<file path="config.mk">
export PLATFORM = sky130hd
export DESIGN_NAME = flc_top
export DESIGN_NICKNAME = d
export VERILOG_FILES = /design/src/hdl/flc_pkg.sv /design/src/hdl/flc_top.sv
export SDC_FILE = /design/constraint.sdc
export NUM_CORES = 1
export LEC_CHECK = 0
export BUFFER_PORTS_ARGS = -buffer_cell sky130_fd_sc_hd__buf_2
export CAP_MARGIN = 10
export CORE_AREA = 5 5 196 198
export DETAILED_ROUTE_END_ITERATION = 16
export DIE_AREA = 0 0 201 203
export PLACE_DENSITY = 0.56
export SLEW_MARGIN = 20
export SYNTH_ARGS = -nofsm -noshare
export SYNTH_HDL_FRONTEND = slang
export SYNTH_SLANG_ARGS = --single-unit
export TNS_END_PERCENT = 10
</file>
<file path="constraint.sdc">
create_clock -name clk -period 6.9 [get_ports clk]
set_input_delay 0.69 -clock clk [delete_from_list [all_inputs] [get_ports clk]]
set_output_delay 0.69 -clock clk [all_outputs]
set_load 0.02 [all_outputs]
</file>
<file path="src/hdl/flc_pkg.sv">
package flc_pkg;

    // Register word indices; byte address is four times the index.
    localparam logic [7:0] IDX_POWER_MGMT_TWO = 8'h03;
    localparam logic [7:0] IDX_LOOP_CTRL_ONE = 8'h3c;
    localparam logic [7:0] IDX_LOOP_FRACTION = 8'h3d;
    localparam logic [7:0] IDX_LOOP_INTEGER = 8'h3e;
    localparam logic [7:0] IDX_LOOP_GAIN_OUTDIV = 8'h3f;
    localparam logic [7:0] IDX_LOOP_STATUS = 8'h40;

    // Field positions.
    localparam int POS_DIGITAL_ENABLE = 15;
    localparam int POS_LOW_REF_LOCK = 12;
    localparam int POS_REF_SOURCE = 10;
    localparam int POS_FRAC_MODE = 9;
    localparam int POS_ANALOG_ENABLE = 8;
    localparam int POS_CTRL_RATE = 5;
    localparam int POS_VCO_RATIO = 0;
    localparam int POS_TRACK_GAIN = 3;
    localparam int POS_OUT_DIV = 0;

    // Values after reset.
    localparam logic RST_LOW_REF_LOCK = 1'b1;
    localparam logic [1:0] RST_REF_SOURCE = 2'h0;
    localparam logic [2:0] RST_CTRL_RATE = 3'h0;
    localparam logic [4:0] RST_VCO_RATIO = 5'h08;
    localparam logic [15:0] RST_FRACTION = 16'h0000;
    localparam logic [9:0] RST_INTEGER = 10'h000;
    localparam logic [3:0] RST_TRACK_GAIN = 4'h0;
    localparam logic [2:0] RST_OUT_DIV = 3'h3;

    // Lock counts in reference clock periods.
    localparam logic [9:0] LOCK_COUNT_HIGH_REF = 10'd509;
    localparam logic [9:0] LOCK_COUNT_LOW_REF = 10'd49;

    // Largest legal codes.
    localparam logic [2:0] MAX_CTRL_RATE = 3'h5;
    localparam logic [3:0] MAX_TRACK_GAIN = 4'h8;
    localparam logic [2:0] MAX_OUT_DIV = 3'h4;

    typedef enum logic [1:0] {
        FLC_SRC_MCLK = 2'h0,
        FLC_SRC_DAC_FRAME = 2'h1,
        FLC_SRC_ADC_FRAME = 2'h2,
        FLC_SRC_GPIO_SIX = 2'h3
    } flc_src_t;

    typedef struct packed {
        logic digital_enable;
        logic analog_enable;
        logic low_ref_lock_select;
        flc_src_t ref_source;
        logic fractional_mode;
        logic [2:0] control_block_rate;
        logic [4:0] vco_ratio_divider;
        logic [15:0] fraction_multiplier;
        logic [9:0] integer_multiplier;
        logic [3:0] tracking_gain;
        logic [2:0] output_divider;
    } flc_cfg_t;

    typedef struct packed {
        logic [15:0] address;
        logic read;
        logic write;
        logic [31:0] writedata;
        logic [3:0] byteenable;
    } flc_avm_req_t;

endpackage

</file>
<file path="src/hdl/flc_top.sv">
// Chosen here: register access over Avalon-MM.
`timescale 1ns/1ps
`default_nettype none

module flc_top (
    input wire logic clk, // 250 MHz system clock
    input wire logic rst, // Asynchronous reset, active high
    input wire logic [15:0] avs_address, // Avalon word... byte address
    input wire logic avs_read, // Avalon read strobe
    input wire logic avs_write, // Avalon write strobe
    input wire logic [31:0] avs_writedata, // Avalon write data
    input wire logic [3:0] avs_byteenable, // Avalon byte enables
    output logic [31:0] avs_readdata, // Avalon read data
    output logic avs_waitrequest, // Avalon wait request
    output logic [1:0] avs_response, // Avalon response, 2 = slave error
    input wire logic ref_mclk_pin, // Master clock pin reference
    input wire logic ref_dac_frame, // DAC frame clock reference
    input wire logic ref_adc_frame, // ADC frame clock reference
    input wire logic ref_gpio_six, // General purpose pin six reference
    output flc_pkg::flc_cfg_t loop_cfg, // Settings for the analogue loop
    output logic [31:0] loop_multiplier, // N.K times ratio, 16.16 fixed
    output logic [8:0] loop_error_gain, // Tracking gain multiplier
    output logic [5:0] ctrl_rate_divisor, // Control-block clock divisor
    output logic [5:0] out_divisor, // Output divisor, 0 when reserved
    output logic loop_locked, // Lock declared
    output logic system_clock_valid // Output clock usable
);

    ////////////////////////////////////////////////////////////////////////
    // Avalon slave: one wait cycle, answer on the second edge.

    logic ack_q;
    logic [15:0] power_q;
    logic [15:0] ctrl_one_q;
    logic [15:0] fraction_q;
    logic [15:0] integer_q;
    logic [15:0] gain_outdiv_q;
    logic [7:0] word_idx;
    logic req;
    logic hit;
    logic [15:0] rd_word;
    logic [15:0] wmask;
    logic locked_q;
    logic [9:0] lock_cnt_q;

    // Gathering the request in one word keeps the decode below in step.
    flc_pkg::flc_avm_req_t bus_req;
    logic [15:0] wr_word;

    always_comb begin
        bus_req.address = avs_address;
        bus_req.read = avs_read;
        bus_req.write = avs_write;
        bus_req.writedata = avs_writedata;
        bus_req.byteenable = avs_byteenable;
    end

    assign word_idx = bus_req.address[9:2];
    assign req = bus_req.read | bus_req.write;
    assign wr_word = bus_req.writedata[15:0];
    assign avs_waitrequest = req & ~ack_q;
    assign wmask = {{8{bus_req.byteenable[1]}}, {8{bus_req.byteenable[0]}}};

    always_comb begin
        hit = 1'b1;
        rd_word = 16'h0000;
        unique case (word_idx)
            flc_pkg::IDX_POWER_MGMT_TWO: rd_word = power_q;
            flc_pkg::IDX_LOOP_CTRL_ONE: rd_word = ctrl_one_q;
            flc_pkg::IDX_LOOP_FRACTION: rd_word = fraction_q;
            flc_pkg::IDX_LOOP_INTEGER: rd_word = integer_q;
            flc_pkg::IDX_LOOP_GAIN_OUTDIV: rd_word = gain_outdiv_q;
            flc_pkg::IDX_LOOP_STATUS: rd_word = {5'h00, locked_q, lock_cnt_q};
            default: hit = 1'b0;
        endcase
        if (avs_address[15:10] != 6'h00) begin
            hit = 1'b0;
        end
    end

    always_ff @(posedge clk or posedge rst) begin
        if (rst) begin
            ack_q <= 1'b0;
        end else begin
            ack_q <= req & ~ack_q;
        end
    end

    always_ff @(posedge clk or posedge rst) begin
        if (rst) begin
            avs_readdata <= 32'h0000_0000;
            avs_response <= 2'h0;
        end else if (req & ~ack_q) begin
            avs_readdata <= {16'h0000, (avs_read & hit) ? rd_word : 16'h0000};
            avs_response <= hit ? 2'h0 : 2'h2;
        end
    end

    ////////////////////////////////////////////////////////////////////////
    // Register file. Only the documented bits are kept; others read zero.

    logic wr_now;
    assign wr_now = avs_write & ~ack_q & hit;

    // The power register keeps only the digital enable; the other bits of
    // that word belong to blocks outside this one.
    always_ff @(posedge clk or posedge rst) begin
        if (rst) begin
            power_q <= 16'h0000;
        end else if (wr_now && word_idx == flc_pkg::IDX_POWER_MGMT_TWO) begin
            power_q <= ((power_q & ~wmask) | (wr_word & wmask))
                & 16'h8000;
        end
    end

    always_ff @(posedge clk or posedge rst) begin
        if (rst) begin
            ctrl_one_q <= {3'h0, flc_pkg::RST_LOW_REF_LOCK,
                flc_pkg::RST_REF_SOURCE, 1'b0, 1'b0,
                flc_pkg::RST_CTRL_RATE, flc_pkg::RST_VCO_RATIO};
        end else if (wr_now && word_idx == flc_pkg::IDX_LOOP_CTRL_ONE) begin
            ctrl_one_q <= ((ctrl_one_q & ~wmask) | (wr_word & wmask))
                & 16'h1fff;
        end
    end

    always_ff @(posedge clk or posedge rst) begin
        if (rst) begin
            fraction_q <= flc_pkg::RST_FRACTION;
        end else if (wr_now && word_idx == flc_pkg::IDX_LOOP_FRACTION) begin
            fraction_q <= (fraction_q & ~wmask) | (wr_word & wmask);
        end
    end

    always_ff @(posedge clk or posedge rst) begin
        if (rst) begin
            integer_q <= {6'h00, flc_pkg::RST_INTEGER};
        end else if (wr_now && word_idx == flc_pkg::IDX_LOOP_INTEGER) begin
            integer_q <= ((integer_q & ~wmask) | (wr_word & wmask))
                & 16'h03ff;
        end
    end

    // Reserved divider codes are stored as written; the decode below
    // turns them into a zero divisor so that no clock is offered.
    always_ff @(posedge clk or posedge rst) begin
        if (rst) begin
            gain_outdiv_q <= {9'h000, flc_pkg::RST_TRACK_GAIN,
                flc_pkg::RST_OUT_DIV};
        end else if (wr_now && word_idx == flc_pkg::IDX_LOOP_GAIN_OUTDIV) begin
            gain_outdiv_q <= ((gain_outdiv_q & ~wmask) | (wr_word & wmask))
                & 16'h007f;
        end
    end

    ////////////////////////////////////////////////////////////////////////
    // Decoded settings.

    flc_pkg::flc_cfg_t cfg;
    always_comb begin
        cfg.digital_enable = power_q[flc_pkg::POS_DIGITAL_ENABLE];
        cfg.analog_enable = ctrl_one_q[flc_pkg::POS_ANALOG_ENABLE];
        cfg.low_ref_lock_select = ctrl_one_q[flc_pkg::POS_LOW_REF_LOCK];
        cfg.ref_source = flc_pkg::flc_src_t'(
            ctrl_one_q[flc_pkg::POS_REF_SOURCE +: 2]);
        cfg.fractional_mode = ctrl_one_q[flc_pkg::POS_FRAC_MODE];
        cfg.control_block_rate = ctrl_one_q[flc_pkg::POS_CTRL_RATE +: 3];
        cfg.vco_ratio_divider = ctrl_one_q[flc_pkg::POS_VCO_RATIO +: 5];
        cfg.fraction_multiplier = fraction_q;
        cfg.integer_multiplier = integer_q[9:0];
        cfg.tracking_gain = gain_outdiv_q[flc_pkg::POS_TRACK_GAIN +: 4];
        cfg.output_divider = gain_outdiv_q[flc_pkg::POS_OUT_DIV +: 3];
    end

    // Fractional bits are ignored in integer mode; MSB of K is one half.
    logic [25:0] nk_fixed;
    assign nk_fixed = {cfg.integer_multiplier,
        cfg.fractional_mode ? cfg.fraction_multiplier : 16'h0000};

    always_ff @(posedge clk or posedge rst) begin
        if (rst) begin
            loop_cfg <= '0;
            loop_multiplier <= 32'h0000_0000;
        end else begin
            loop_cfg <= cfg;
            loop_multiplier <= 32'(nk_fixed * cfg.vco_ratio_divider);
        end
    end

    always_ff @(posedge clk or posedge rst) begin
        if (rst) begin
            loop_error_gain <= 9'h001;
        end else begin
            loop_error_gain <= (cfg.tracking_gain <= flc_pkg::MAX_TRACK_GAIN)
                ? 9'(9'h001 << cfg.tracking_gain) : 9'h000;
        end
    end

    always_ff @(posedge clk or posedge rst) begin
        if (rst) begin
            ctrl_rate_divisor <= 6'h01;
        end else begin
            ctrl_rate_divisor <=
                (cfg.control_block_rate <= flc_pkg::MAX_CTRL_RATE)
                ? 6'(6'h01 << cfg.control_block_rate) : 6'h00;
        end
    end

    always_ff @(posedge clk or posedge rst) begin
        if (rst) begin
            out_divisor <= 6'h10;
        end else begin
            out_divisor <= (cfg.output_divider <= flc_pkg::MAX_OUT_DIV)
                ? 6'(6'h02 << cfg.output_divider) : 6'h00;
        end
    end

    ////////////////////////////////////////////////////////////////////////
    // Reference selection and lock counting. Every reference is an
    // asynchronous pin, so each passes two flops; edges are then detected
    // on the second stage only. References must be slower than clk / 4.

    logic [3:0] sync2_q;
    logic sel_prev_q;
    logic sel_ref;

    flc_sync2 #(
        .WIDTH(4)
    ) ref_sync (
        .clk(clk),
        .rst(rst),
        .d({ref_gpio_six, ref_adc_frame, ref_dac_frame, ref_mclk_pin}),
        .q(sync2_q)
    );

    always_comb begin
        unique case (cfg.ref_source)
            flc_pkg::FLC_SRC_MCLK: sel_ref = sync2_q[0];
            flc_pkg::FLC_SRC_DAC_FRAME: sel_ref = sync2_q[1];
            flc_pkg::FLC_SRC_ADC_FRAME: sel_ref = sync2_q[2];
            flc_pkg::FLC_SRC_GPIO_SIX: sel_ref = sync2_q[3];
        endcase
    end

    logic ref_rise;
    logic [9:0] lock_target;
    logic loop_run;
    logic [9:0] cnt_next;
    assign ref_rise = sel_ref & ~sel_prev_q;
    assign cnt_next = 10'(lock_cnt_q + 10'h001);
    assign lock_target = cfg.low_ref_lock_select
        ? flc_pkg::LOCK_COUNT_LOW_REF : flc_pkg::LOCK_COUNT_HIGH_REF;
    // The digital loop runs only with both halves on; a digital enable set
    // ahead of the analogue one simply waits for it.
    assign loop_run = cfg.digital_enable & cfg.analog_enable;

    // The previous level is tracked even while disabled, so enabling the
    // loop during a high reference phase does not count a false edge.
    always_ff @(posedge clk or posedge rst) begin
        if (rst) begin
            sel_prev_q <= 1'b0;
        end else begin
            sel_prev_q <= sel_ref;
        end
    end

    // A disabled loop forgets all progress, so a new reference starts from a
    // full count only if the loop is disabled around the change of source.
    always_ff @(posedge clk or posedge rst) begin
        if (rst) begin
            lock_cnt_q <= 10'h000;
        end else if (!loop_run) begin
            lock_cnt_q <= 10'h000;
        end else if (ref_rise && !locked_q) begin
            lock_cnt_q <= cnt_next;
        end
    end

    always_ff @(posedge clk or posedge rst) begin
        if (rst) begin
            locked_q <= 1'b0;
        end else if (!loop_run) begin
            locked_q <= 1'b0;
        end else if (ref_rise && !locked_q && cnt_next >= lock_target) begin
            locked_q <= 1'b1;
        end
    end

    assign loop_locked = locked_q;
    assign system_clock_valid = locked_q & (out_divisor != 6'h00);

endmodule

////////////////////////////////////////////////////////////////////////////
// Two-flop synchroniser for pins that arrive from outside the clock domain.

module flc_sync2 #(
    parameter int WIDTH = 1
) (
    input wire logic clk, // System clock
    input wire logic rst, // Asynchronous reset, active high
    input wire logic [WIDTH-1:0] d, // Asynchronous inputs
    output logic [WIDTH-1:0] q // Synchronised outputs
);

    logic [WIDTH-1:0] meta_q;

    // Only the second stage may be read; the first can be metastable.
    always_ff @(posedge clk or posedge rst) begin
        if (rst) begin
            meta_q <= '0;
            q <= '0;
        end else begin
            meta_q <= d;
            q <= meta_q;
        end
    end

endmodule
`default_nettype wire

</file>
# After elaboration in Yosys (flattened, before gate mapping)
# Cells that the tools add are included.
# Widths: inputs -> output; s select.
classes:
  addsub: 1
  mul: 1
  n_lt_le_gt_ge: 4
  eq_ne: 11
  shift: 3
  mux: 15
  bitwise_logic: 22
  n_reduce_logical: 12
op_table:
  columns: ["cell", "count"]
  rows:
  - ["$pmux 16 s6", 1]
  - ["$and 16x16->16", 3]
  - ["$eq 8x6->1 const B", 4]
  - ["$mux 16", 2]
  - ["$or 16x16->16", 2]
  - ["$mul 26x5->31", 1]
  - ["$mux 10", 2]
  - ["$mux 9", 2]
  - ["$not 16->16", 1]
  - ["$and 13x13->13", 1]
  - ["$or 13x13->13", 1]
  - ["$mux 6", 2]
  - ["$reduce_bool 6->1", 2]
  - ["$add 10x1->10 const B", 1]
  - ["$and 10x10->10", 1]
  - ["$ge 10x9->1", 1]
  - ["$or 10x10->10", 1]
  - ["$shl 1x4->9 const A", 1]
  - ["$eq 8x2->1 const B", 1]
  - ["$eq 8x7->1 const B", 1]
  - ["$and 1x1->1", 7]
  - ["$and 7x7->7", 1]
  - ["$logic_and 1x1->1", 7]
  - ["$or 7x7->7", 1]
  - ["other kinds (15)", 22]
totals:
  regBits: 185
  inputBits: 60
  output_inout_bits: 137
  word_cells: 97

# Logic depth before layout (Yosys ltp)
depth:
  word_depth: 7
  depth_mapped: 16
  ltp_nobuf: 14

# Modules after synthesis
# Synthesis repeated with hierarchy kept, for this count alone.
unflattened:
  cells_unflattened: 992
  hier_area_um2: 10855.4
by_module_without_submodules:
  columns: ["mod", "n_inst", "cells_each", "area_per_inst_um2"]
  rows:
  - ["flc_top", 1, 983, 10651.5]
  - ["flc_sync2", 1, 9, 203.9]

# Least setup slack after synthesis
# OpenSTA, ideal clock, no wires.
synth_timing:
  kind: "reg-to-reg"
  from: "register (tool-made name)"
  to: "register loop_multiplier[27]"
  setup_time_ps: 126
  t_arrival_ps: 4376
  required_ps: 6774
  slack_ps: 2398
  stages_incl_launch_ff: 17
  n_path_buf: 3
  synth_period_minus_slack_ps: 4502
  path_cell_list: "dfrtp_1 -> clkbuf_1 -> clkbuf_1 -> and3_1 -> fa_1 -> fa_1 -> inv_1 -> fa_1 -> inv_1 -> ha_1 -> clkbuf_1 -> o21a_1 -> a211o_1 -> a21oi_1 -> o21ai_0 -> o311a_1 -> o311a_1"
synth_lines:
  columns: ["item", "line_no", "text"]
  rows:
  - ["to (signal assigned)", "flc_top.sv:186", "loop_multiplier <= 32'(nk_fixed * cfg.vco_ratio_divider);"]
  - ["to (decl)", "flc_top.sv:21", "output logic [31:0] loop_multiplier,"]

==> metrics.yaml <==
logic_synthesis:
  syn_area_per_cell_um2: 10.74
  synth_area_leaders: "dfrtp_1, fa_1, ha_1"
  ys_seq_area_share_pct: 41.43
  synthArstFlopShare_pct: 100.0
  syn_area_um2: 11070
  yosys.area.top_type_share_pct: 39.77
  yosys_warnings: 0
  yosysUniqueCellTypes: 64
  yosys_most_used_dff: "dfrtp_1"
  synth-edff-count: 0
  postSynthCellCount: 1031
  synth_top_area_cell: "dfrtp_1"
  ys_ff_latch: 183
route:
  dr.pass1.iters: 6
  remaining_drc_errors: 0
  wl_um: 30080
  wl_met1_um: 13760
  top_layer: "met4"
  drt_iter0_drc: 557
  wl_per_cell_um: 18.15
  via_per_inst: 4.970
  route.met2.wl_um: 14280
  num_vias: 8235
  antenna_left: 0
  wl_met3_um: 1780
min_path:
  hold_depth: 1
  worst_hold_path_type: "input port to flop"
run:
  maxCapViolCount: 0
global_routing:
  grt_usage_pct: 15.04
  grt_max_degree: 118
  grt.overflow.total: 0
  grt_pass1_vias: 8525
  grt_pass1_wl_um: 48820
  antenna_found_initial: 0
floorplanning:
  die_w_um: 201
  die_h_um: 203
  die_area_um2: 40800
  row_count: 70
  start_util_pct: 30.47
  io_pins: 197
  core_um2: 36350
timing:
  hold_viol: 0
  setup_viol: 0
  post-route-worst-setup-slack_ns: 1.590
  rsz0062_at_grt: "no"
  fmax_mhz: 188.3
  layout_min_cycle_time_ns: 5.310
  period_share_pct: 76.96
  slew_headroom_pct: 27.17
  fin_skew_ns: 0.01063
  slew_viol_final: 0
  tightest_slew_ns: 1.084
  fin_setup_tns_ns: 0
critical_path:
  critPathArrivalTime_ns: 5.60
  end_kind: "flop"
  required_ns: 7.19
  ff2ff_setup_slack_ns: 1.59
  crit_fanout: 36
  worstSetupEndpoint: "loop_multiplier[21]$_DFF_PP0_"
  cp-start-kind: "flop"
  r2r_cells: 14
  critical_path_class: "flop to flop"
  regToRegEndpoint: "loop_multiplier[21]$_DFF_PP0_"
place:
  numPortBuffers: 157
  pre_cts_ws_ns: 1.650
  gp_congestion: 0.8748
  placed_cells: 1624
  hpwl_um: 22490
power_and_ir_drop:
  vdd_drop_max_mv: 0.1711
  p_leak_nw: 6.987
  pwr_density_cell_nw_per_um2: 164.2
  p_total_mw: 2.108
cells_and_area:
  layout_common_cells: "dfrtp_1, buf_2, inv_1"
  nNetsFinal: 1353
  area_growth_pct: 15.91
  final_cells: 1657
  drive_gt1_share_pct: 22.47
  layout_commonest_cell: "dfrtp_1"
  fillers: 3671
clock_tree:
  h-tree-depth: 4
  clk_path_buf_depth: 2
  hold_buffers: 0
  cts_made_buffers: 17
  clock-sinks: 183
  clk_pin_slew_worst_paths_ns: 0.08
  cts_setup_buffers: 0
  root_buffer: "clkbuf_16"
  cts_tree: "built"
  worstSkewPairLatency_ns: 0.45
  cts_resized: 0
run_status:
  status: "completed"
cells in the mapped netlist, drive strengths merged, types with 4 or more instances:
master / n
nand2b: 10
nor2: 35
a22oi: 13
buf: 22
nand3: 17
dfrtp: 176
inv: 101
nor4: 4
nor2b: 6
and2: 38
mux4: 5
a21o: 12
xnor2: 13
nor3: 23
o21a: 7
mux2i: 4
nor3b: 7
o21ai: 39
ha: 46
and3: 69
clkbuf: 33
a21oi: 35
a31oi: 4
or4: 5
xor2: 24
mux2: 50
nand2: 91
o211ai: 6
o21bai: 6
a211oi: 7
dfstp: 7
fa: 72
a221oi: 5
power breakdown:
group          internal [mW]  switching (mW)  total, mW
sequential              1.08         0.00219       1.08
combinational         0.0159          0.0558     0.0717
clock                  0.477           0.481      0.958
metal layers:
layer / GRT usage (%) / vias up
met2: 24.26 / 231
met4: 3.122 / 0
met1: 21.03 / 4232
met5: 0 / -
li1: - / 3756
met3: 3.178 / 16
stage by stage:
| step | utilization, % | area, um^2 | hold WS (ns) |
|---|---|---|---|
| after floorplan | - | 11140 | 0.3312 |
| after CTS | 35.31 | 12830 | 0.3201 |
| after detailed placement | 33.75 | 12270 | 0.3370 |
| final | 35.32 | 12840 | 0.3425 |
| after global placement | 33.75 | 12270 | 0.3349 |
| after global routing | 35.31 | 12830 | 0.3255 |
kinds of logic after synthesis:
kind of cell    Yosys count  synth area share, %
xor+xnor                 37                2.926
fa+ha+maj               118                18.21
flops                   183                41.43
compound gates          155                9.129
mux                      59                6.700
other cells               1              0.03386
buf+inv                 156                6.067
simple gates            322                15.50
area by class of cell:
type	instances	area (um^2)	share of cell area, %
sequential	183	4588	35.74
inverter	101	386.6	3.012
clock inverter	15	142.6	1.111
multi-input combinational	710	5882	45.82
tap	468	585.6	4.562
timing repair buffer	162	823.3	6.414
antenna	1	2.502	0.01950
clock buffer	17	425.4	3.314
worst max-delay path: stages (launching register included):
cell and delay [ns]:
dfrtp_1 0.91, buf_4 0.34, and3_1 0.21, fa_1 0.45, fa_1 0.56, inv_1 0.06, fa_1 0.53, inv_1 0.04
ha_1 0.37, a21oi_1 0.30, o211ai_1 0.14, a21oi_1 0.44, a21o_1 0.21, a21oi_1 0.07, a2111oi_0 0.53
worst min-delay path by stage:
stage	start	to	slack (ns)
6_report	ref_dac_frame	ref_sync.meta_q[1]$_DFF_PP0_	0.34
5_1_grt	ref_dac_frame	ref_sync.meta_q[1]$_DFF_PP0_	0.33
4_1_cts	ref_dac_frame	ref_sync.meta_q[1]$_DFF_PP0_	0.32
3_5_place_dp	ref_sync.meta_q[2]$_DFF_PP0_	ref_sync.q[2]$_DFF_PP0_	0.34
3_3_place_gp	ref_sync.meta_q[2]$_DFF_PP0_	ref_sync.q[2]$_DFF_PP0_	0.33
2_1_floorplan	ref_sync.meta_q[0]$_DFF_PP0_	ref_sync.q[0]$_DFF_PP0_	0.33
No activity file was read; power rests on OpenSTA's default activity.
